$ cat config.mk
export PLATFORM = sky130hd
export DESIGN_NAME = cvm_move_velocity
export DESIGN_NICKNAME = d
export VERILOG_FILES = /design/src/hdl/cvm_edge.v /design/src/hdl/cvm_check.v /design/src/hdl/cvm_move_velocity.v
export VERILOG_INCLUDE_DIRS = /design/src /design/src/hdl
export SDC_FILE = /design/constraint.sdc
export NUM_CORES = 1
export LEC_CHECK = 0
export BUFFER_PORTS_ARGS = -buffer_cell sky130_fd_sc_hd__buf_4
export CAP_MARGIN = 20
export CORE_MARGIN = 2
export CORE_UTILIZATION = 25
export DETAILED_ROUTE_END_ITERATION = 12
export PLACE_DENSITY = 0.4
export SYNTH_ARGS = -nofsm -noshare
export SYNTH_HDL_FRONTEND = slang
export SYNTH_SLANG_ARGS = --single-unit
$ cat constraint.sdc
create_clock -name clk_sys -period 3.5 [get_ports clk_sys]
set_input_delay 0.525 -clock clk_sys [delete_from_list [all_inputs] [get_ports clk_sys]]
set_output_delay 0.525 -clock clk_sys [all_outputs]
set_load 0.005 [all_outputs]
$ cat src/hdl/cvm_defs.vh
/*
 * Shared constants of the constant-speed move unit: task state codes,
 * direction codes, fault words and speed tolerances.
 * Assumes speeds are signed 32-bit integers in axis speed units.
 */
`ifndef CVM_DEFS_VH
`define CVM_DEFS_VH

// Width of speed values and of the direction selector
`define CVM_SPEED_W        32
`define CVM_DIR_W          16
`define CVM_CODE_W         16

// Direction selector codes
`define CVM_DIR_SIGN       16'h0000
`define CVM_DIR_POS        16'h0001
`define CVM_DIR_NEG        16'h0002

// Speed a caller should use when it has no better value
`define CVM_SPEED_DEFAULT  32'h0000000A
`define CVM_SPEED_ZERO     32'h00000000

// Band around a target counted as reached, and around zero as standstill
`define CVM_SPEED_TOL      32'h00000000
`define CVM_STILL_TOL      32'h00000000

// Fault code words, zero while no fault stands
`define CVM_FAULT_NONE     16'h0000
`define CVM_FAULT_DISABLED 16'h0001
`define CVM_FAULT_DIR      16'h0002
`define CVM_FAULT_SPEED    16'h0003

// Fault detail words
`define CVM_DETAIL_NONE    16'h0000
`define CVM_DETAIL_AXIS    16'h0001
`define CVM_DETAIL_PARAM   16'h0002

// One-hot task states
`define CVM_ST_W           7
`define CVM_ST_IDLE        7'h01
`define CVM_ST_RAMP        7'h02
`define CVM_ST_HOLD        7'h04
`define CVM_ST_STOP        7'h08
`define CVM_ST_DONE        7'h10
`define CVM_ST_SUPER       7'h20
`define CVM_ST_FAULT       7'h40

`endif

$ cat src/hdl/cvm_edge.v
/*
 * Rising-edge detector for the start request.
 * Assumes the request is synchronous to clk_sys and idles low.
 */
`timescale 1ns/1ps
`default_nettype none

module cvm_edge (
  input  wire clk_sys,
  input  wire rst_n,
  input  wire level,
  output wire rise
);

  reg prev;

  // Previous level starts low so a request held through reset still counts
  always @(posedge clk_sys or negedge rst_n) begin
    if (!rst_n) begin
      prev <= 1'b0;
    end else begin
      prev <= level;
    end
  end

  assign rise = level & ~prev;

endmodule // cvm_edge

`default_nettype wire

$ cat src/hdl/cvm_check.v
/*
 * Parameter check and signed target for a constant-speed task.
 * Assumes limits are positive magnitudes and start_stop <= maximum.
 */
`timescale 1ns/1ps
`default_nettype none
`include "cvm_defs.vh"

module cvm_check (
  input  wire signed [`CVM_SPEED_W-1:0] speed_cmd,
  input  wire        [`CVM_DIR_W-1:0]   direction,
  input  wire        [`CVM_SPEED_W-1:0] start_stop_speed,
  input  wire        [`CVM_SPEED_W-1:0] max_speed,
  output reg  signed [`CVM_SPEED_W-1:0] target,
  output reg                            zero_speed,
  output reg                            bad_dir,
  output reg                            bad_speed
);

  reg [`CVM_SPEED_W-1:0] mag;

  // Magnitude, range test and direction decode
  always @* begin
    mag = speed_cmd[`CVM_SPEED_W-1] ? (~speed_cmd + 32'h00000001)
                                    : speed_cmd;
    zero_speed = (speed_cmd == `CVM_SPEED_ZERO);
    bad_speed  = ~zero_speed &&
                 ((mag < start_stop_speed) || (mag > max_speed));
    bad_dir    = 1'b0;
    case (direction)
      `CVM_DIR_SIGN: target = speed_cmd;
      `CVM_DIR_POS:  target = mag;
      `CVM_DIR_NEG:  target = ~mag + 32'h00000001;
      default: begin
        target  = `CVM_SPEED_ZERO;
        bad_dir = 1'b1;
      end
    endcase
  end

endmodule // cvm_check

`default_nettype wire

$ cat src/hdl/cvm_move_velocity.v
/*
 * Constant-speed move unit for one motion axis. Takes a task on a
 * rising start edge, hands a target speed to the drive, reports
 * at-speed, busy, superseded and fault state, and keeps the axis
 * status bits for speed mode and steady motion.
 * Assumes one clk_sys cycle is one program scan, that the drive ramps
 * to target_speed with its own configured acceleration and
 * deceleration, and that the axis reports its actual speed each cycle.
 */
// Overview of operation
// - Accept task only on rising start edge
// - Direction code: sign, forced positive, forced negative
// - Hold off: use supplied speed and direction
// - Hold on: keep speed present at start
// - Hold on: at-speed once moving at kept speed
// - Hold off: at-speed when commanded speed reached
// - Busy true while task executes
// - Superseded flag when another task cancels this
// - Error with fault code and detail words
// - Other motion task starts cancel running task
// - Starting this task cancels other active tasks
// - Replacing task ramps to new target, at-speed
// - At target, keep moving until superseded
// - Zero speed acts as a stop task
// - Zero speed: at-speed at standstill, one scan
// - Zero speed: busy falls with at-speed
// - Held start request latches at-speed; busy stays low
// - Task start sets speed-mode status bit
// - Standstill under zero-speed task sets steady-motion bit
// - Any new task except a refused one updates both status bits
`timescale 1ns/1ps
`default_nettype none
`include "cvm_defs.vh"

module cvm_move_velocity (
  input  wire                           clk_sys,
  input  wire                           resetn,
  input  wire                           execute,
  input  wire signed [`CVM_SPEED_W-1:0] speed_cmd,
  input  wire        [`CVM_DIR_W-1:0]   direction,
  input  wire                           hold_speed,
  input  wire                           axis_enabled,
  input  wire signed [`CVM_SPEED_W-1:0] axis_speed,
  input  wire        [`CVM_SPEED_W-1:0] start_stop_speed,
  input  wire        [`CVM_SPEED_W-1:0] max_speed,
  input  wire                           other_task_start,
  output reg                            at_speed,
  output reg                            busy,
  output reg                            superseded_flag,
  output reg                            error,
  output reg         [`CVM_CODE_W-1:0]  fault_code,
  output reg         [`CVM_CODE_W-1:0]  fault_detail,
  output reg  signed [`CVM_SPEED_W-1:0] target_speed,
  output reg                            move_request,
  output reg                            cancel_others,
  output reg                            speed_mode_status,
  output reg                            steady_motion_status
);

  // Reset synchroniser: first stage feeds only the second
  reg rst_meta;
  reg rst_n;

  always @(posedge clk_sys or negedge resetn) begin
    if (!resetn) begin
      rst_meta <= 1'b0;
      rst_n    <= 1'b0;
    end else begin
      rst_meta <= 1'b1;
      rst_n    <= rst_meta;
    end
  end

  wire                           start_rise;
  wire signed [`CVM_SPEED_W-1:0] chk_target;
  wire                           chk_zero;
  wire                           chk_bad_dir;
  wire                           chk_bad_speed;

  cvm_edge u_edge (
    .clk_sys (clk_sys),
    .rst_n   (rst_n),
    .level   (execute),
    .rise    (start_rise)
  );

  cvm_check u_check (
    .speed_cmd        (speed_cmd),
    .direction        (direction),
    .start_stop_speed (start_stop_speed),
    .max_speed        (max_speed),
    .target           (chk_target),
    .zero_speed       (chk_zero),
    .bad_dir          (chk_bad_dir),
    .bad_speed        (chk_bad_speed)
  );

  // Distance of actual speed from target and from zero
  wire signed [`CVM_SPEED_W-1:0] diff;
  wire        [`CVM_SPEED_W-1:0] diff_mag;
  wire        [`CVM_SPEED_W-1:0] speed_mag;
  wire                           reached;
  wire                           standstill;

  assign diff      = axis_speed - target_speed;
  assign diff_mag  = diff[`CVM_SPEED_W-1] ? (~diff + 32'h00000001) : diff;
  assign speed_mag = axis_speed[`CVM_SPEED_W-1]
                     ? (~axis_speed + 32'h00000001) : axis_speed;
  assign reached    = (diff_mag <= `CVM_SPEED_TOL);
  assign standstill = (speed_mag <= `CVM_STILL_TOL);

  // Task is live in these states and may be cancelled there
  reg  [`CVM_ST_W-1:0] state;
  reg  [`CVM_ST_W-1:0] next_state;
  wire                 running;

  assign running = (state == `CVM_ST_RAMP) || (state == `CVM_ST_HOLD) ||
                   (state == `CVM_ST_STOP);

  // Start path decision, worked out combinationally from the inputs
  reg                    start_ok;
  reg [`CVM_CODE_W-1:0]  start_code;
  reg [`CVM_CODE_W-1:0]  start_detail;

  // Hold mode skips the parameter checks, since it ignores those inputs
  always @* begin
    start_ok     = 1'b1;
    start_code   = `CVM_FAULT_NONE;
    start_detail = `CVM_DETAIL_NONE;
    if (!axis_enabled) begin
      start_ok     = 1'b0;
      start_code   = `CVM_FAULT_DISABLED;
      start_detail = `CVM_DETAIL_AXIS;
    end else if (!hold_speed && chk_bad_dir) begin
      start_ok     = 1'b0;
      start_code   = `CVM_FAULT_DIR;
      start_detail = `CVM_DETAIL_PARAM;
    end else if (!hold_speed && chk_bad_speed) begin
      start_ok     = 1'b0;
      start_code   = `CVM_FAULT_SPEED;
      start_detail = `CVM_DETAIL_PARAM;
    end
  end

  // State transitions. A cancel by another task wins over a fresh
  // start edge in the same scan, so the superseded event is never lost.
  // Done, superseded and fault wait here until the request drops.
  always @* begin
    next_state = state;
    case (state)
      `CVM_ST_IDLE: begin
        next_state = `CVM_ST_IDLE;
      end
      `CVM_ST_RAMP: begin
        if (reached) begin
          next_state = `CVM_ST_HOLD;
        end
      end
      `CVM_ST_HOLD: begin
        next_state = `CVM_ST_HOLD;
      end
      `CVM_ST_STOP: begin
        if (standstill) begin
          next_state = `CVM_ST_DONE;
        end
      end
      `CVM_ST_DONE: begin
        if (!execute) begin
          next_state = `CVM_ST_IDLE;
        end
      end
      `CVM_ST_SUPER: begin
        if (!execute) begin
          next_state = `CVM_ST_IDLE;
        end
      end
      `CVM_ST_FAULT: begin
        if (!execute) begin
          next_state = `CVM_ST_IDLE;
        end
      end
      default: begin
        next_state = `CVM_ST_IDLE;
      end
    endcase
    if (start_rise) begin
      if (!start_ok) begin
        next_state = `CVM_ST_FAULT;
      end else if (hold_speed) begin
        next_state = `CVM_ST_HOLD;
      end else if (chk_zero) begin
        next_state = `CVM_ST_STOP;
      end else begin
        next_state = `CVM_ST_RAMP;
      end
    end
    if (other_task_start && (running || start_rise)) begin
      next_state = `CVM_ST_SUPER;
    end
  end

  // Registered state and every output of the unit
  always @(posedge clk_sys or negedge rst_n) begin
    if (!rst_n) begin
      state                <= `CVM_ST_IDLE;
      at_speed             <= 1'b0;
      busy                 <= 1'b0;
      superseded_flag      <= 1'b0;
      error                <= 1'b0;
      fault_code           <= `CVM_FAULT_NONE;
      fault_detail         <= `CVM_DETAIL_NONE;
      target_speed         <= `CVM_SPEED_ZERO;
      move_request         <= 1'b0;
      cancel_others        <= 1'b0;
      speed_mode_status    <= 1'b0;
      steady_motion_status <= 1'b0;
    end else begin
      state         <= next_state;
      move_request  <= 1'b0;
      cancel_others <= 1'b0;

      // Outputs follow the state being entered
      case (next_state)
        `CVM_ST_RAMP: begin
          busy            <= 1'b1;
          at_speed        <= 1'b0;
          superseded_flag <= 1'b0;
          error           <= 1'b0;
          fault_code      <= `CVM_FAULT_NONE;
          fault_detail    <= `CVM_DETAIL_NONE;
        end
        `CVM_ST_HOLD: begin
          busy            <= 1'b1;
          at_speed        <= 1'b1;
          superseded_flag <= 1'b0;
          error           <= 1'b0;
          fault_code      <= `CVM_FAULT_NONE;
          fault_detail    <= `CVM_DETAIL_NONE;
        end
        `CVM_ST_STOP: begin
          busy            <= 1'b1;
          at_speed        <= 1'b0;
          superseded_flag <= 1'b0;
          error           <= 1'b0;
          fault_code      <= `CVM_FAULT_NONE;
          fault_detail    <= `CVM_DETAIL_NONE;
        end
        `CVM_ST_DONE: begin
          // Busy drops in the same scan that at-speed rises
          busy     <= 1'b0;
          at_speed <= 1'b1;
        end
        `CVM_ST_SUPER: begin
          busy            <= 1'b0;
          at_speed        <= 1'b0;
          superseded_flag <= 1'b1;
        end
        `CVM_ST_FAULT: begin
          busy            <= 1'b0;
          at_speed        <= 1'b0;
          superseded_flag <= 1'b0;
          error           <= 1'b1;
          fault_code      <= start_rise ? start_code : fault_code;
          fault_detail    <= start_rise ? start_detail : fault_detail;
        end
        default: begin
          // Idle: flags released once the start request is low
          busy            <= 1'b0;
          at_speed        <= 1'b0;
          superseded_flag <= 1'b0;
          error           <= 1'b0;
          fault_code      <= `CVM_FAULT_NONE;
          fault_detail    <= `CVM_DETAIL_NONE;
        end
      endcase

      // Accepted start: load the target and take over the axis.
      // A restart while ramping loads the new target and pulses both requests again.
      if (start_rise && start_ok && !other_task_start) begin
        target_speed  <= hold_speed ? axis_speed
                                    : chk_target;
        move_request  <= 1'b1;
        cancel_others <= 1'b1;
        speed_mode_status    <= 1'b1;
        steady_motion_status <= 1'b0;
      end else if (other_task_start) begin
        // The new task's own unit sets the bits that suit it
        speed_mode_status    <= 1'b0;
        steady_motion_status <= 1'b0;
      end else if ((state == `CVM_ST_STOP) && standstill) begin
        steady_motion_status <= 1'b1;
      end
    end
  end

endmodule // cvm_move_velocity

`default_nettype wire

After elaboration in Yosys (flattened, before gate mapping)

Index checks and enable logic that the tools add are counted.
W data, S select, Z words.

Register bits after elaboration: 81
Input port bits: 150
Logic and storage cells: 107

Add/subtract/negate cells: 5
Magnitude comparators: 4
Equal/unequal tests: 15
Multiplexer cells: 38
Bitwise operators: 8
Reduce and logical (&&, ||, !) cells: 23

Operators by type and width:

| kind                    | count |
|---|---|
| $add A32 B1 Y32 const B | 4 |
| $mux W32                | 4 |
| $not A32 Y32            | 4 |
| $pmux W32 S3            | 1 |
| $le A32 B1 Y1 const B   | 2 |
| $pmux W16 S2            | 2 |
| $mux W7                 | 6 |
| $gt A32 B32 Y1          | 1 |
| $logic_not A32 Y1       | 1 |
| $lt A32 B32 Y1          | 1 |
| $mux W16                | 2 |
| $sub A32 B32 Y32        | 1 |
| $pmux W7 S4             | 1 |
| $eq A16 B1 Y1 const B   | 1 |
| $eq A16 B2 Y1 const B   | 1 |
| $logic_not A16 Y1       | 1 |
| $eq A7 B2 Y1 const B    | 2 |
| $eq A7 B3 Y1 const B    | 2 |
| $eq A7 B4 Y1 const B    | 2 |
| $eq A7 B5 Y1 const B    | 2 |
| $eq A7 B6 Y1 const B    | 2 |
| $eq A7 B7 Y1 const B    | 2 |
| $mux W1                 | 12 |
| $mux W2                 | 6 |
| 13 further kinds        | 30 |

Depth between registers and ports, before layout

Gate-level depths: netlist of run 1.

Word-level depth: 17
Mapped depth: 22
Mapped depth without buffers: 20

By module

Synthesis of run 1 repeated with hierarchy kept, for this count alone.

Cell total of the unflattened synthesis: 1,478
Area total of the unflattened synthesis: 10,635.2 um^2

Modules (own cells, without submodules):

| module            | times used | cells an instance | area each (um^2) | seq. area each (um^2) |
|---|---|---|---|---|
| cvm_move_velocity | 1          | 809               | 6,212.2          | 1,302.5 |
| cvm_check         | 1          | 667               | 4,384.2          | 0.0 |
| cvm_edge          | 1          | 2                 | 38.8             | 25.0 |

Least setup slack after synthesis of run 1

Ideal clock, no wire load.

Path type: input port to flip-flop
Start: input port speed_cmd[31]
End: register target_speed[10]
Library setup time: 0.133 ns
Arrival time: 4.474 ns
Required time: 3.367 ns
Setup slack: -1.107 ns
Cell stages on the path: 21
Cells stage by stage: clkbuf_1 > clkbuf_1 > buf_1 > clkbuf_1 > o31ai_1 > xnor2_1 > ha_1 > a21o_1 > a21o_1 > a21o_1 > a21o_1 > a21o_1 > a21oi_1 > o22ai_1 > nor4_1 > o41a_1 > nand3_1 > buf_4 > clkbuf_1 > a221oi_1 > a21oi_1

Word-level cells in the longest chain between the ends: 12
Elaborated cells on any way between the ends: 19
Those cells by class: add/sub (2); order compare (2); mux (6); bitwise (3); reduce/logical (6)

RTL lines:

| what                                                    | line                    | RTL |
|---|---|---|
| from (decl)                                             | cvm_move_velocity.v:39  | `` input wire signed [`CVM_SPEED_W-1:0] speed_cmd, `` |
| $not A32 Y32                                            | cvm_check.v:24          | `` mag = speed_cmd[`CVM_SPEED_W-1] ? (~speed_cmd + 32'h00000001) `` |
| $add A32 B1 Y32                                         | cvm_check.v:24          |  |
| $mux W32                                                | cvm_check.v:24          |  |
| $lt A32 B32 Y1 / $gt A32 B32 Y1 (equally long branches) | cvm_check.v:28          | `((mag < start_stop_speed) \|\| (mag > max_speed));` |
| $logic_or A1 B1 Y1                                      | cvm_check.v:28          |  |
| $logic_and A1 B1 Y1                                     | cvm_check.v:27          | `bad_speed = ~zero_speed &&` |
| $logic_and A1 B1 Y1                                     | cvm_move_velocity.v:138 | `end else if (!hold_speed && chk_bad_speed) begin` |
| $mux W1                                                 | cvm_move_velocity.v:138 |  |
| $mux W1                                                 | cvm_move_velocity.v:134 | `end else if (!hold_speed && chk_bad_dir) begin` |
| $mux W1                                                 | cvm_move_velocity.v:130 | `if (!axis_enabled) begin` |
| $logic_and A1 B1 Y1 (2 in series)                       | cvm_move_velocity.v:279 | `if (start_rise && start_ok && !other_task_start) begin` |
| to (signal assigned)                                    | cvm_move_velocity.v:212 | `` target_speed <= `CVM_SPEED_ZERO; `` |
| to (signal assigned)                                    | cvm_move_velocity.v:280 | `target_speed <= hold_speed ? axis_speed` |
| to (decl)                                               | cvm_move_velocity.v:53  | `` output reg signed [`CVM_SPEED_W-1:0] target_speed, `` |

Several ways; a longest one is shown, not always the timed one.
A chain may end at the register's enable or synchronous reset.

Worst setup path in the final report of run 1

Start: input port speed_cmd[4]
End: register state[1]

Word-level cells in the longest chain between the ends: 13
Elaborated cells on any way between the ends: 18
Those cells by class: add/sub (1); order compare (2); mux (9); bitwise (2); reduce/logical (4)

RTL lines:

| what                                                    | line                    | RTL |
|---|---|---|
| $not A32 Y32                                            | cvm_check.v:24          |  |
| $add A32 B1 Y32                                         | cvm_check.v:24          |  |
| $mux W32                                                | cvm_check.v:24          |  |
| $lt A32 B32 Y1 / $gt A32 B32 Y1 (equally long branches) | cvm_check.v:28          |  |
| $logic_or A1 B1 Y1                                      | cvm_check.v:28          |  |
| $logic_and A1 B1 Y1                                     | cvm_check.v:27          |  |
| $logic_and A1 B1 Y1                                     | cvm_move_velocity.v:138 |  |
| $mux W1                                                 | cvm_move_velocity.v:138 |  |
| $mux W1                                                 | cvm_move_velocity.v:134 |  |
| $mux W1                                                 | cvm_move_velocity.v:130 |  |
| $mux W7 *                                               | cvm_move_velocity.v:187 | `if (!start_ok) begin` |
| $mux W7 *                                               | cvm_move_velocity.v:186 | `if (start_rise) begin` |
| $mux W7 *                                               | cvm_move_velocity.v:197 | `if (other_task_start && (running \|\| start_rise)) begin` |
| net next_state[1]                                       | cvm_move_velocity.v:114 | `` reg [`CVM_ST_W-1:0] next_state; `` |
| to (signal assigned)                                    | cvm_move_velocity.v:205 | `` state <= `CVM_ST_IDLE; `` |
| to (signal assigned)                                    | cvm_move_velocity.v:218 | `state <= next_state;` |
| to (decl)                                               | cvm_move_velocity.v:113 | `` reg [`CVM_ST_W-1:0] state; `` |

The timed path passes the listed nets; every way through them passes the cells marked *.

==> flow_summary.rst, run 1 <==
.. list-table::
   :header-rows: 1

   * - Metric
     - Value
   * - Failing checks
     - setup timing
   * - CTS tree
     - done
   * - Number of clock buffers inserted by TritonCTS
     - 5
   * - Cell chain of the critical path
     - buf_8 -> nor3_4 -> buf_6 -> nand4_4 -> buf_6 -> o41ai_4 -> xor2_1 -> inv_1 -> ha_4 -> a21o_1 -> a21o_1 -> a21o_1 -> a21oi_2 -> o22ai_2 -> nor4_4 -> o41a_1 -> nand3_4 -> nor3_1 -> a21o_1
   * - Cell type of the slowest stage on the worst timing path
     - nor3_1
   * - Setup WS post-layout
     - -0.816 ns
   * - Top cell type's share of synthesized area
     - 13.0%
   * - Via count
     - 13000
   * - Origin of the worst setup path
     - speed_cmd[4]
   * - Die area
     - 41500 um^2
   * - Total congestion overflow
     - 0
   * - Average wire per cell in the routed design
     - 17.6 um
   * - Cell types with the largest area share after synthesis
     - dfrtp_1, ha_1, a21oi_1
   * - Bufs on Longest Clock Path
     - 2
   * - Kind of start point of the critical path
     - input port
   * - Slew @ Worst Pin
     - 0.789 ns
   * - RSZ-0062 raised after global routing
     - yes
   * - Final-report setup violation count
     - 45
   * - Final Core Density
     - 43.8%
   * - Family of cells with the greatest summed delay on the critical path
     - compound AO/OA/AOI/OAI gates
   * - Number of global-route vias before repair
     - 13100
   * - Most numerous cell in the Yosys netlist
     - a21oi_1
   * - Number of instances in the synthesized netlist
     - 1413
   * - Area delta synth->final
     - 73.8%
   * - Count of input and output buffers
     - 193
   * - Total wire length after detailed routing
     - 46200 um
   * - DRC violations left
     - 0
   * - DIE WIDTH
     - 204 um
   * - Final hold viol count
     - 0
   * - Count of unique library cells instantiated by Yosys
     - 99
   * - Clock-pin slew on the worst setup and hold paths
     - 0.07 ns
   * - Via/cell ratio
     - 4.94
   * - Clock latency on the worst-skew pair
     - 0.31 ns
   * - Data required, critical path
     - 3.75 ns
   * - Wire length of the first global-routing pass
     - 71300 um
   * - Number of synthesis warnings
     - 0
   * - Minimum setup slack after placement
     - -1.70 ns
   * - Core Region
     - 39500 um^2
   * - Startpoint-to-endpoint class of the critical path
     - input port to flop
   * - Number of antenna cells inserted
     - 0
   * - Ratio of final minimum period to clock period
     - 123%
   * - Fill cell instance count of the final layout
     - 4095
   * - Status
     - complete, but fails checks
   * - Sequential element share of the synthesized area
     - 13.3%
   * - Most Frequent Cell on Critical Path
     - a21o_1
   * - Number of buffer and inverter stages on the critical path
     - 4
   * - Detailed placer's ending HPWL
     - 38900 um
   * - Total number of nets in the final design
     - 2349
   * - I/O pin cnt
     - 222
   * - Max rail drop VDD
     - 0.000198 V
   * - Startpoint of the worst register-to-register path
     - target_speed[0]$_DFFE_PN0P_
   * - Proportion of synthesized flip-flops having asynchronous set or reset
     - 100%
   * - Initial standard-cell utilization of the core
     - 25.2%
   * - Path type of the worst min-delay path
     - flop to asynchronous set/reset pin
   * - Max Slew Vio Count
     - 0
   * - Minimum hold slack
     - 0.244 ns
   * - Final weighted congestion of routability-driven global placement
     - 0.915
   * - Leading post-synthesis cells by instance count
     - a21oi_1, inv_1, nand2_1
   * - Number of synthesized flops with an enable pin
     - 0
   * - Most common flop cell mapped by yosys
     - dfrtp_1
   * - Initial antenna violation count
     - 0
   * - Largest net degree at the start of global routing
     - 40
   * - Power density of the placed cells
     - 376 nW/um^2
   * - Iteration-0 DRC count of the detailed router
     - 538
   * - GRT Util Overall
     - 21.7%
   * - Number of iterations in the first detailed-routing pass
     - 5
   * - Leak Pwr
     - 8.38 nW
   * - Critical path peak fanout
     - 6
   * - Number of antenna-violating nets in the routed design
     - 0
   * - Total clock sinks
     - 53
   * - Crit path largest cell delay
     - 0.50 ns
   * - Post-synthesis cell type with the largest combined area
     - dfrtp_1
   * - Maximum achievable frequency
     - 0.232 GHz
   * - Average instance area after synthesis
     - 7.06 um^2
   * - Max-cap check violation count
     - 0
   * - Die Span Y
     - 204 um
   * - Slew HR
     - 46.0%
   * - Library cell used as clock root buffer
     - clkbuf_16
   * - Share of layout cells above drive strength 1
     - 44.9%
   * - Std-Cell Rows
     - 73
   * - Number of levels in the clock H-tree
     - 2
   * - Number of storage elements in the synthesis netlist
     - 53
   * - Post-synthesis cell area
     - 9970 um^2
   * - Critical path arrival
     - 4.57 ns
   * - Minimum clock period
     - 4.32 ns
   * - Critical path capture point type
     - flop
   * - Clock Skews
     - 0.00738 ns
worst paths after layout:
path                                                 to  slack, ns  cells past startpoint
setup reg to reg                     state[1]$_DFF_PN0_      -0.68                     16
max in group asynchronous  target_speed[13]$_DFFE_PN0P_       2.43                      1
min in group clk_sys                    rst_n$_DFF_PN0_       0.36                      0
setup / recovery                     state[1]$_DFF_PN0_      -0.82                     19
hold reg to reg                      state[5]$_DFF_PN0_       0.24                      0
hold / removal                       state[5]$_DFF_PN0_       0.24                      0
registers in the layout, indices dropped and copies added (netlist names):
register and count:
target_speed 32, state 7, fault_code 2, fault_detail 2
at_speed 1, busy 1, cancel_others 1, error 1
rst_meta 1, rst_n 1, speed_mode_status 1, steady_motion_status 1
superseded_flag 1, u_edge.prev 1
report_power, final:
part	internal [mW]	switching, mW	leakage [nW]
Sequential	0.709	0.0670	0.662
Combinational	2.60	2.55	7.64
Clock	0.339	0.247	0.0842
Total	3.65	2.86	8.38
cells in the final DEF (no fill, tap or decap), drive strengths merged, types with 40 or more instances in the layout:
cell and count:
buf 753, a21oi 125, inv 123, nand2 121
nor2 95, ha 95, o21ai 92, nor3 53
dfrtp 52, nand4 46, a21o 41, xor2 40
logic make-up after synthesis:
logic type | after synthesis | synth area share (%)
AO/OA/AOI/OAI | 455 | 30.5
XOR/XNOR | 72 | 6.32
AND/OR/NAND/NOR | 493 | 26.0
other | 2 | 0.0753
buffers and inverters | 223 | 9.81
adder cells (fa/ha/maj) | 96 | 12.1
multiplexers | 19 | 1.94
flip-flops | 53 | 13.3
worst reg2reg max path, stage by stage (launching register included):
cell	delay, ns
dfrtp_1	0.43
ha_4	0.18
fa_2	0.33
nand2b_4	0.15
a21o_1	0.17
a2111o_1	0.41
and2_1	0.18
a311o_1	0.31
or4_4	0.53
buf_6	0.16
o31a_1	0.24
o31ai_2	0.20
o21ai_1	0.11
nor4_2	0.28
buf_4	0.16
nand3_1	0.07
a21o_1	0.17
metrics by stage:
stage          cells  area (um^2)  total power, mW  setup TNS, ns
6_report        2629        17300             6.51         -29.76
5_1_grt         2629        17300             7.04         -37.64
4_1_cts         2617        16700             6.34         -38.22
3_5_place_dp    2579        15900             5.61         -70.67
3_3_place_gp    2579        15900             5.61         -68.38
2_1_floorplan   1440        10500             2.99         -22.64
what timing repair did:
action / CTS / global route
hold buffers: 1 / 0
resized for setup: 66 / 117
pin swaps: 46 / 61
endpoints found under the setup margin: 45 / 45
hold endpoints to repair: 2 / 0
buffers inserted: 28 / 24
gates cloned: 3 / 0
cell type report:
cell class	count	area, um^2	area share, %
Clock buffer	5	125	0.722
Clock inverter	3	43.8	0.253
Inverter	125	494	2.85
Multi-Input combinational cell	1164	8810	50.8
Sequential cell	53	1330	7.67
Tap cell	525	657	3.79
Timing Repair Buffer	754	5880	33.9
metal layers:
layer  share of wire, %  vias to the layer above  global-route usage [%]
li1                   -                     6552                       -
met1                 44                     6110                    27.3
met2                 51                      275                    39.6
met3                2.7                       51                    1.29
met4                2.5                        0                    6.67
met5                  0                        -                       0
Note: power is estimated with default switching activity, not from simulation.
==> run 2: changes to the inputs <==
==> constraint.sdc (replaced) <==
create_clock -name clk_sys -period 4.13 [get_ports clk_sys]
set_input_delay 0.6195 -clock clk_sys [delete_from_list [all_inputs] [get_ports clk_sys]]
set_output_delay 0.6195 -clock clk_sys [all_outputs]
set_load 0.005 [all_outputs]
==> run 2 against run 1 <==
Compared with the run above: the run still ends with setup timing left; wire length fell by 1.0%; global-route usage barely moved; clock power fell by 13%; total power fell by 18%; non-clock buffer count fell by 59; die area did not move; sequential power fell by 15%; first-iteration DRC count rose by 18%; largest power group unchanged.
==> flow_summary.rst, run 2 (synthesis results as in run 1) <==
.. list-table::
   :header-rows: 1

   * - Metric
     - Value
   * - Number of levels in the clock H-tree
     - 2 (unchanged)
   * - Number of global-route vias before repair
     - 13000 (was 13100)
   * - Maximum achievable frequency
     - 0.224 GHz
   * - Startpoint-to-endpoint class of the critical path
     - input port to flop (unchanged)
   * - GRT Util Overall
     - 21.7% (about the same)
   * - Via count
     - 12800 (was 13000)
   * - Total wire length after detailed routing
     - 45700 um (was 46200 um)
   * - Bufs on Longest Clock Path
     - 2 (unchanged)
   * - Max-cap check violation count
     - 0 (unchanged)
   * - Initial standard-cell utilization of the core
     - 25.2% (unchanged)
   * - Count of input and output buffers
     - 193 (unchanged)
   * - Flop-to-flop setup slack
     - -0.09 ns (was -0.68 ns)
   * - Minimum setup slack after placement
     - -1.12 ns (was -1.70 ns)
   * - Setup WS post-layout
     - -0.333 ns (was -0.816 ns)
   * - Failing checks
     - setup timing (unchanged)
   * - Final weighted congestion of routability-driven global placement
     - 0.900 (was 0.915)
   * - Startpoint of the worst register-to-register path
     - target_speed[0]$_DFFE_PN0P_ (unchanged)
   * - Total clock sinks
     - 53 (unchanged)
   * - Ratio of final minimum period to clock period
     - 108%
   * - Count of hold-fix buffers inserted at cts
     - 0 (was 1)
   * - Final Core Density
     - 42.3% (was 43.8%)
   * - Number of antenna-violating nets in the routed design
     - 0 (unchanged)
   * - R2r endpoint
     - at_speed$_DFF_PN0_ (was state[1]$_DFF_PN0_)
   * - Wire length of the first global-routing pass
     - 71300 um (unchanged)
   * - Total Neg Setup Slack
     - -10.72 ns (was -29.76 ns)
   * - Max rail drop VDD
     - 0.000225 V (was 0.000198 V)
   * - Detailed placer's ending HPWL
     - 38000 um (was 38900 um)
   * - Critical path peak fanout
     - 7 (was 6)
   * - Path type of the worst min-delay path
     - input port to asynchronous set/reset pin (was flop to asynchronous set/reset pin)
   * - Largest net degree at the start of global routing
     - 52 (was 40)
   * - Std-Cell Rows
     - 73 (unchanged)
   * - Share of layout cells above drive strength 1
     - 42.1% (was 44.9%)
   * - Clock-pin slew on the worst setup and hold paths
     - 0.07 ns (about the same)
   * - Die area
     - 41500 um^2 (unchanged)
   * - DIE WIDTH
     - 204 um (unchanged)
   * - Via/cell ratio
     - 4.96 (was 4.94)
   * - Reg with most FFs
     - target_speed (unchanged)
   * - Slew HR
     - 33.2% (was 46.0%)
   * - Average wire per cell in the routed design
     - 17.8 um (was 17.6 um)
   * - Slew @ Worst Pin
     - 0.977 ns (was 0.789 ns)
   * - Initial antenna violation count
     - 1 (was 0)
   * - Clock latency on the worst-skew pair
     - 0.32 ns (was 0.31 ns)
   * - DRC violations left
     - 0 (unchanged)
   * - Total congestion overflow
     - 0 (unchanged)
   * - Number of clock buffers inserted by TritonCTS
     - 5 (unchanged)
   * - Status
     - complete, but fails checks (unchanged)
   * - Die Span Y
     - 204 um (unchanged)
   * - Max Slew Vio Count
     - 0 (unchanged)
   * - Total number of nets in the final design
     - 2291 (was 2349)
   * - Power density of the placed cells
     - 320 nW/um^2 (was 376 nW/um^2)
   * - CTS tree
     - done (unchanged)
   * - Leak Pwr
     - 8.09 nW (was 8.38 nW)
   * - Iteration-0 DRC count of the detailed router
     - 634 (was 538)
   * - Commonest non-fill, non-tap cell in the layout
     - buf_4 (unchanged)
   * - Number of iterations in the first detailed-routing pass
     - 5 (unchanged)
   * - Count of placed standard cells including taps
     - 2525 (was 2579)
   * - Library cell used as clock root buffer
     - clkbuf_16 (unchanged)
   * - Non-filler cells in the finished layout
     - 2571 (was 2629)
   * - Number of antenna cells inserted
     - 0 (unchanged)
   * - Final hold viol count
     - 0 (unchanged)
   * - Minimum clock period
     - 4.46 ns
   * - Clock Skews
     - 0.00858 ns (was 0.00738 ns)
   * - Core Region
     - 39500 um^2 (unchanged)
   * - Largest register FFs
     - 32 (unchanged)
   * - Critical path capture point type
     - flop (unchanged)
   * - Final-report setup violation count
     - 44 (was 45)
   * - Data required, critical path
     - 4.32 ns (was 3.75 ns)
   * - Critical path arrival
     - 4.65 ns (was 4.57 ns)
   * - Kind of start point of the critical path
     - input port (unchanged)
   * - Most used cells in the layout excluding fill and tap cells
     - buf_4, inv_1, a21oi_1 (unchanged)
   * - RSZ-0062 raised after global routing
     - yes (unchanged)
   * - Leading registers by flop count
     - target_speed: 32 flops, state: 7 flops (unchanged)
   * - Area delta synth->final
     - 67.8% (was 73.8%)
   * - R2R depth
     - 16 (unchanged)
   * - I/O pin cnt
     - 222 (unchanged)
-- run 2: cell types whose count changed in the layout (fill, tap and decap cells not counted), sizes merged --
cell,delta
buf,-58
clkinv,-1
dlygate4sd3,-1
inv,+1
or4,+1
-- run 2: worst max path at each step --
stage / from / slack, ns / to
after floorplan: axis_speed[0] / -0.19 / state[1]$_DFF_PN0_
after global placement: speed_cmd[0] / -1.14 / busy$_DFF_PN0_
after detailed placement: speed_cmd[0] / -1.12 / busy$_DFF_PN0_
after CTS: speed_cmd[21] / -0.45 / state[1]$_DFF_PN0_
after global routing: speed_cmd[18] / -0.52 / target_speed[21]$_DFFE_PN0P_
final: speed_cmd[18] / -0.33 / busy$_DFF_PN0_
-- run 2: layout make-up --
type,count,area [um^2]
Timing Repair Buffer,695,5500
Multi-Input combinational cell,1165,8590
Inverter,125,492
Clock buffer,5,125
Sequential cell,53,1330
Fill cell,4042,22800
Tap cell,525,657
Clock inverter,3,43.8
-- run 2: per-layer routing --
metal / global-route usage (%) / routed length [um] / vias up
li1: - / - / 6449
met1: 27.0 / 20000 / 6018
met2: 40.3 / 23400 / 245
met3: 1.13 / 1180 / 50
met4: 5.94 / 1090 / 2
met5: 0 / 16 / -
-- run 2: power by group --
part	internal [mW]	switching, mW	total, mW
Sequential	0.601	0.0568	0.658
Combinational	2.07	2.11	4.18
Clock	0.288	0.222	0.510
Total	2.96	2.39	5.35
-- run 2: critical path: stages --
cell and delay (ns):
buf_6 0.10, or4_4 0.55, or2_4 0.30, o41ai_4 0.22, xor2_1 0.24, buf_4 0.17, inv_4 0.04, ha_4 0.26
nand4_1 0.07, or2_4 0.27, nor4_4 0.18, o21ai_1 0.12, a21oi_2 0.28, nor4_4 0.08, o41a_1 0.50, nand3_4 0.14
buf_6 0.16, buf_12 0.15, buf_12 0.14, nand3_2 0.06
-- run 2: timing repair --
action,CTS,global route
pin swaps,55,36
gates resized for setup,96,66
endpoints found under the setup margin,45,45
setup buffers,25,11
gates cloned,8,0
-- run 2: metrics by stage --
step	hold WS, ns	power (mW)	area [um^2]
6_report	0.0783	5.35	16700
5_1_grt	0.0597	5.77	16700
4_1_cts	0.0687	5.26	16400
3_5_place_dp	0.346	4.62	15500
3_3_place_gp	0.339	4.64	15500
2_1_floorplan	0.324	2.52	10400
==> run 3: changes to the inputs <==
--- a/config.mk
+++ b/config.mk
@@ -10,6 +10,7 @@
 export CAP_MARGIN = 20
 export CORE_MARGIN = 2
 export CORE_UTILIZATION = 25
+export CTS_BUF_LIST = sky130_fd_sc_hd__clkbuf_2 sky130_fd_sc_hd__clkbuf_4 sky130_fd_sc_hd__clkbuf_8
 export DETAILED_ROUTE_END_ITERATION = 12
 export PLACE_DENSITY = 0.4
 export SYNTH_ARGS = -nofsm -noshare
==> constraint.sdc (replaced) <==
create_clock -name clk_sys -period 5.3 [get_ports clk_sys]
set_input_delay 0.795 -clock clk_sys [delete_from_list [all_inputs] [get_ports clk_sys]]
set_output_delay 0.795 -clock clk_sys [all_outputs]
set_load 0.005 [all_outputs]
==> run 3 against run 2 <==
Compared with the run above: the flow now finishes without violations; global-route usage decreased by 2.0 points; non-clock buffer count decreased by 417; setup slack improved by 0.80 ns; critical path type unchanged; highest routed layer is now met4.
==> flow_summary.rst, run 3 (synthesis results as in run 1) <==
.. list-table::
   :header-rows: 1

   * - Metric
     - Value
   * - Status
     - completed (was complete, but fails checks)
   * - Core Region
     - 39500 um^2 (unchanged)
   * - Minimum hold slack
     - 0.217 ns (was 0.0783 ns)
   * - GRT Util Overall
     - 19.7% (was 21.7%)
   * - Clock latency on the worst-skew pair
     - 0.33 ns (was 0.32 ns)
   * - DRC violations left
     - 0 (unchanged)
   * - Die area
     - 41500 um^2 (unchanged)
   * - Number of clock buffers inserted by TritonCTS
     - 5 (unchanged)
   * - Number of iterations in the first detailed-routing pass
     - 5 (unchanged)
   * - Max rail drop VDD
     - 0.000101 V (was 0.000225 V)
   * - Wire length of the first global-routing pass
     - 64600 um (was 71300 um)
   * - Initial antenna violation count
     - 0 (was 1)
   * - Startpoint-to-endpoint class of the critical path
     - input port to flop (unchanged)
   * - Number of buffer and inverter stages on the critical path
     - 6 (unchanged)
   * - Minimum setup slack after placement
     - 0.0944 ns (was -1.12 ns)
   * - Total congestion overflow
     - 0 (unchanged)
   * - Kind of start point of the critical path
     - input port (unchanged)
   * - Largest register FFs
     - 32 (unchanged)
   * - Power density of the placed cells
     - 249 nW/um^2 (was 320 nW/um^2)
   * - Slew HR
     - 30.3% (was 33.2%)
   * - Max Slew Vio Count
     - 0 (unchanged)
   * - Count of input and output buffers
     - 193 (unchanged)
   * - Final hold viol count
     - 0 (unchanged)
   * - Max-cap check violation count
     - 0 (unchanged)
   * - Total wire length after detailed routing
     - 41400 um (was 45700 um)
   * - Total clock sinks
     - 53 (unchanged)
   * - Area delta synth->final
     - 24.8% (was 67.8%)
   * - RSZ-0062 raised after global routing
     - no (was yes)
   * - Minimum clock period
     - 4.83 ns
   * - Largest net degree at the start of global routing
     - 52 (unchanged)
   * - Crit path largest cell delay
     - 0.44 ns (was 0.55 ns)
   * - Std-Cell Rows
     - 73 (unchanged)
   * - Final weighted congestion of routability-driven global placement
     - 0.919 (was 0.900)
   * - Iteration-0 DRC count of the detailed router
     - 608 (was 634)
   * - Average wire per cell in the routed design
     - 19.2 um (was 17.8 um)
   * - Path type of the worst min-delay path
     - input port to asynchronous set/reset pin (unchanged)
   * - Total number of nets in the final design
     - 1873 (was 2291)
   * - Cell chain of the critical path
     - buf_4 -> buf_4 -> nor3_1 -> buf_4 -> nand2b_1 -> o41ai_1 -> xor2_1 -> inv_1 -> ha_1 -> nand4_1 -> or2_2 -> nor4_1 -> o21ai_0 -> a21oi_1 -> nor4_1 -> o41a_1 -> nand3_2 -> buf_12 -> buf_4 -> nand2_1 -> o21ai_1 (was buf_6 -> or4_4 -> or2_4 -> o41ai_4 -> xor2_1 -> buf_4 -> inv_4 -> ha_4 -> nand4_1 -> or2_4 -> nor4_4 -> o21ai_1 -> a21oi_2 -> nor4_4 -> o41a_1 -> nand3_4 -> buf_6 -> buf_12 -> buf_12 -> nand3_2)
   * - Detailed placer's ending HPWL
     - 35300 um (was 38000 um)
   * - Most Frequent Cell on Critical Path
     - buf_4
   * - Clock-pin slew on the worst setup and hold paths
     - 0.10 ns (was 0.07 ns)
   * - Leak Pwr
     - 5.69 nW (was 8.09 nW)
   * - Initial standard-cell utilization of the core
     - 25.2% (unchanged)
   * - CTS tree
     - done (unchanged)
   * - Count of placed standard cells including taps
     - 2145 (was 2525)
   * - Via/cell ratio
     - 5.17 (was 4.96)
   * - Post-CTS setup repair buffer count
     - 0 (was 25)
   * - Critical path peak fanout
     - 44 (was 7)
   * - Flop-to-flop setup slack
     - 0.68 ns (was -0.09 ns)
   * - Number of antenna-violating nets in the routed design
     - 0 (unchanged)
   * - Die Span Y
     - 204 um (unchanged)
   * - Maximum achievable frequency
     - 0.207 GHz
   * - Critical path capture point type
     - flop (unchanged)
   * - Final-report setup violation count
     - 0 (was 44)
   * - Leading registers by flop count
     - target_speed: 32 flops, state: 7 flops (unchanged)
   * - DIE WIDTH
     - 204 um (unchanged)
   * - Number of global-route vias before repair
     - 11200 (was 13000)
   * - Setup WS post-layout
     - 0.467 ns (was -0.333 ns)
   * - Cell type of the slowest stage on the worst timing path
     - o41a_1 (was or4_4)
   * - R2r endpoint
     - state[1]$_DFF_PN0_ (was at_speed$_DFF_PN0_)
   * - Family of cells with the greatest summed delay on the critical path
     - simple AND/OR/NAND/NOR gates (unchanged)
   * - Via count
     - 11100 (was 12800)
   * - Slew @ Worst Pin
     - 1.04 ns (was 0.977 ns)
   * - Clock Skews
     - 0.0133 ns (was 0.00858 ns)
   * - Reg with most FFs
     - target_speed (unchanged)
   * - Count of hold-fix buffers inserted at cts
     - 0 (unchanged)
   * - Most used cells in the layout excluding fill and tap cells
     - buf_4, a21oi_1, inv_1 (was buf_4, inv_1, a21oi_1)
   * - Share of layout cells above drive strength 1
     - 20.2% (was 42.1%)
   * - Commonest non-fill, non-tap cell in the layout
     - buf_4 (unchanged)
   * - Final Core Density
     - 31.5% (was 42.3%)
   * - Number of levels in the clock H-tree
     - 2 (unchanged)
   * - Ratio of final minimum period to clock period
     - 91.2%
   * - Total Neg Setup Slack
     - 0 ns (was -10.72 ns)
   * - Fill cell instance count of the final layout
     - 4425 (was 4042)
   * - Data required, critical path
     - 5.56 ns (was 4.32 ns)
   * - Non-filler cells in the finished layout
     - 2153 (was 2571)
   * - Critical path arrival
     - 5.09 ns (was 4.65 ns)
   * - Library cell used as clock root buffer
     - clkbuf_8 (was clkbuf_16)
   * - I/O pin cnt
     - 222 (unchanged)
   * - Bufs on Longest Clock Path
     - 2 (unchanged)
   * - Startpoint of the worst register-to-register path
     - target_speed[0]$_DFFE_PN0P_ (unchanged)
   * - Resize count post-CTS
     - 0 (was 96)
   * - R2R depth
     - 14 (was 16)
   * - Number of antenna cells inserted
     - 0 (unchanged)
-- run 3: how the worst max path moves through the flow --
stage | from | to | slack [ns] | cells after the start
final | speed_cmd[2] | target_speed[17]$_DFFE_PN0P_ | 0.47 | 21
after global routing | speed_cmd[0] | target_speed[14]$_DFFE_PN0P_ | 0.04 | 21
after CTS | speed_cmd[18] | target_speed[17]$_DFFE_PN0P_ | 0.45 | 19
after detailed placement | speed_cmd[18] | state[1]$_DFF_PN0_ | 0.09 | 18
after global placement | axis_speed[21] | state[1]$_DFF_PN0_ | 0.09 | 15
after floorplan | speed_cmd[31] | target_speed[11]$_DFFE_PN0P_ | 0.42 | 21
-- run 3: stage by stage --
| stage | cell area (um^2) | power [mW] |
|---|---|---|
| detailed placement | 12300 | 2.79 |
| finish | 12400 | 3.10 |
| global placement | 12300 | 2.80 |
| CTS | 12400 | 3.11 |
| floorplan | 10100 | 1.93 |
| global route | 12400 | 3.37 |
-- run 3: area by class of cell --
cell class | instances | area [um^2] | share of cell area (%)
multi-input combinational | 1164 | 7770 | 62.5
clock buffer | 6 | 76.3 | 0.613
clock inverter | 2 | 38.8 | 0.312
sequential | 53 | 1330 | 10.7
timing repair buffer | 278 | 2100 | 16.9
tap | 525 | 657 | 5.28
inverter | 125 | 469 | 3.77
-- run 3: where the power goes --
group / switching [mW] / total [mW] / internal [mW]
registers: 0.0724 / 0.541 / 0.468
logic: 1.36 / 2.26 / 0.902
clock network: 0.152 / 0.299 / 0.147
total: 1.58 / 3.10 / 1.52
-- run 3: per-layer routing --
| metal | part of all wire, % | GRT usage (%) | wire (um) |
|---|---|---|---|
| met3 | 3.1 | 1.49 | 1290 |
| met2 | 50 | 35.2 | 20500 |
| met5 | 0 | 0 | 0 |
| met1 | 45 | 25.5 | 18600 |
| met4 | 2.3 | 5.32 | 955 |
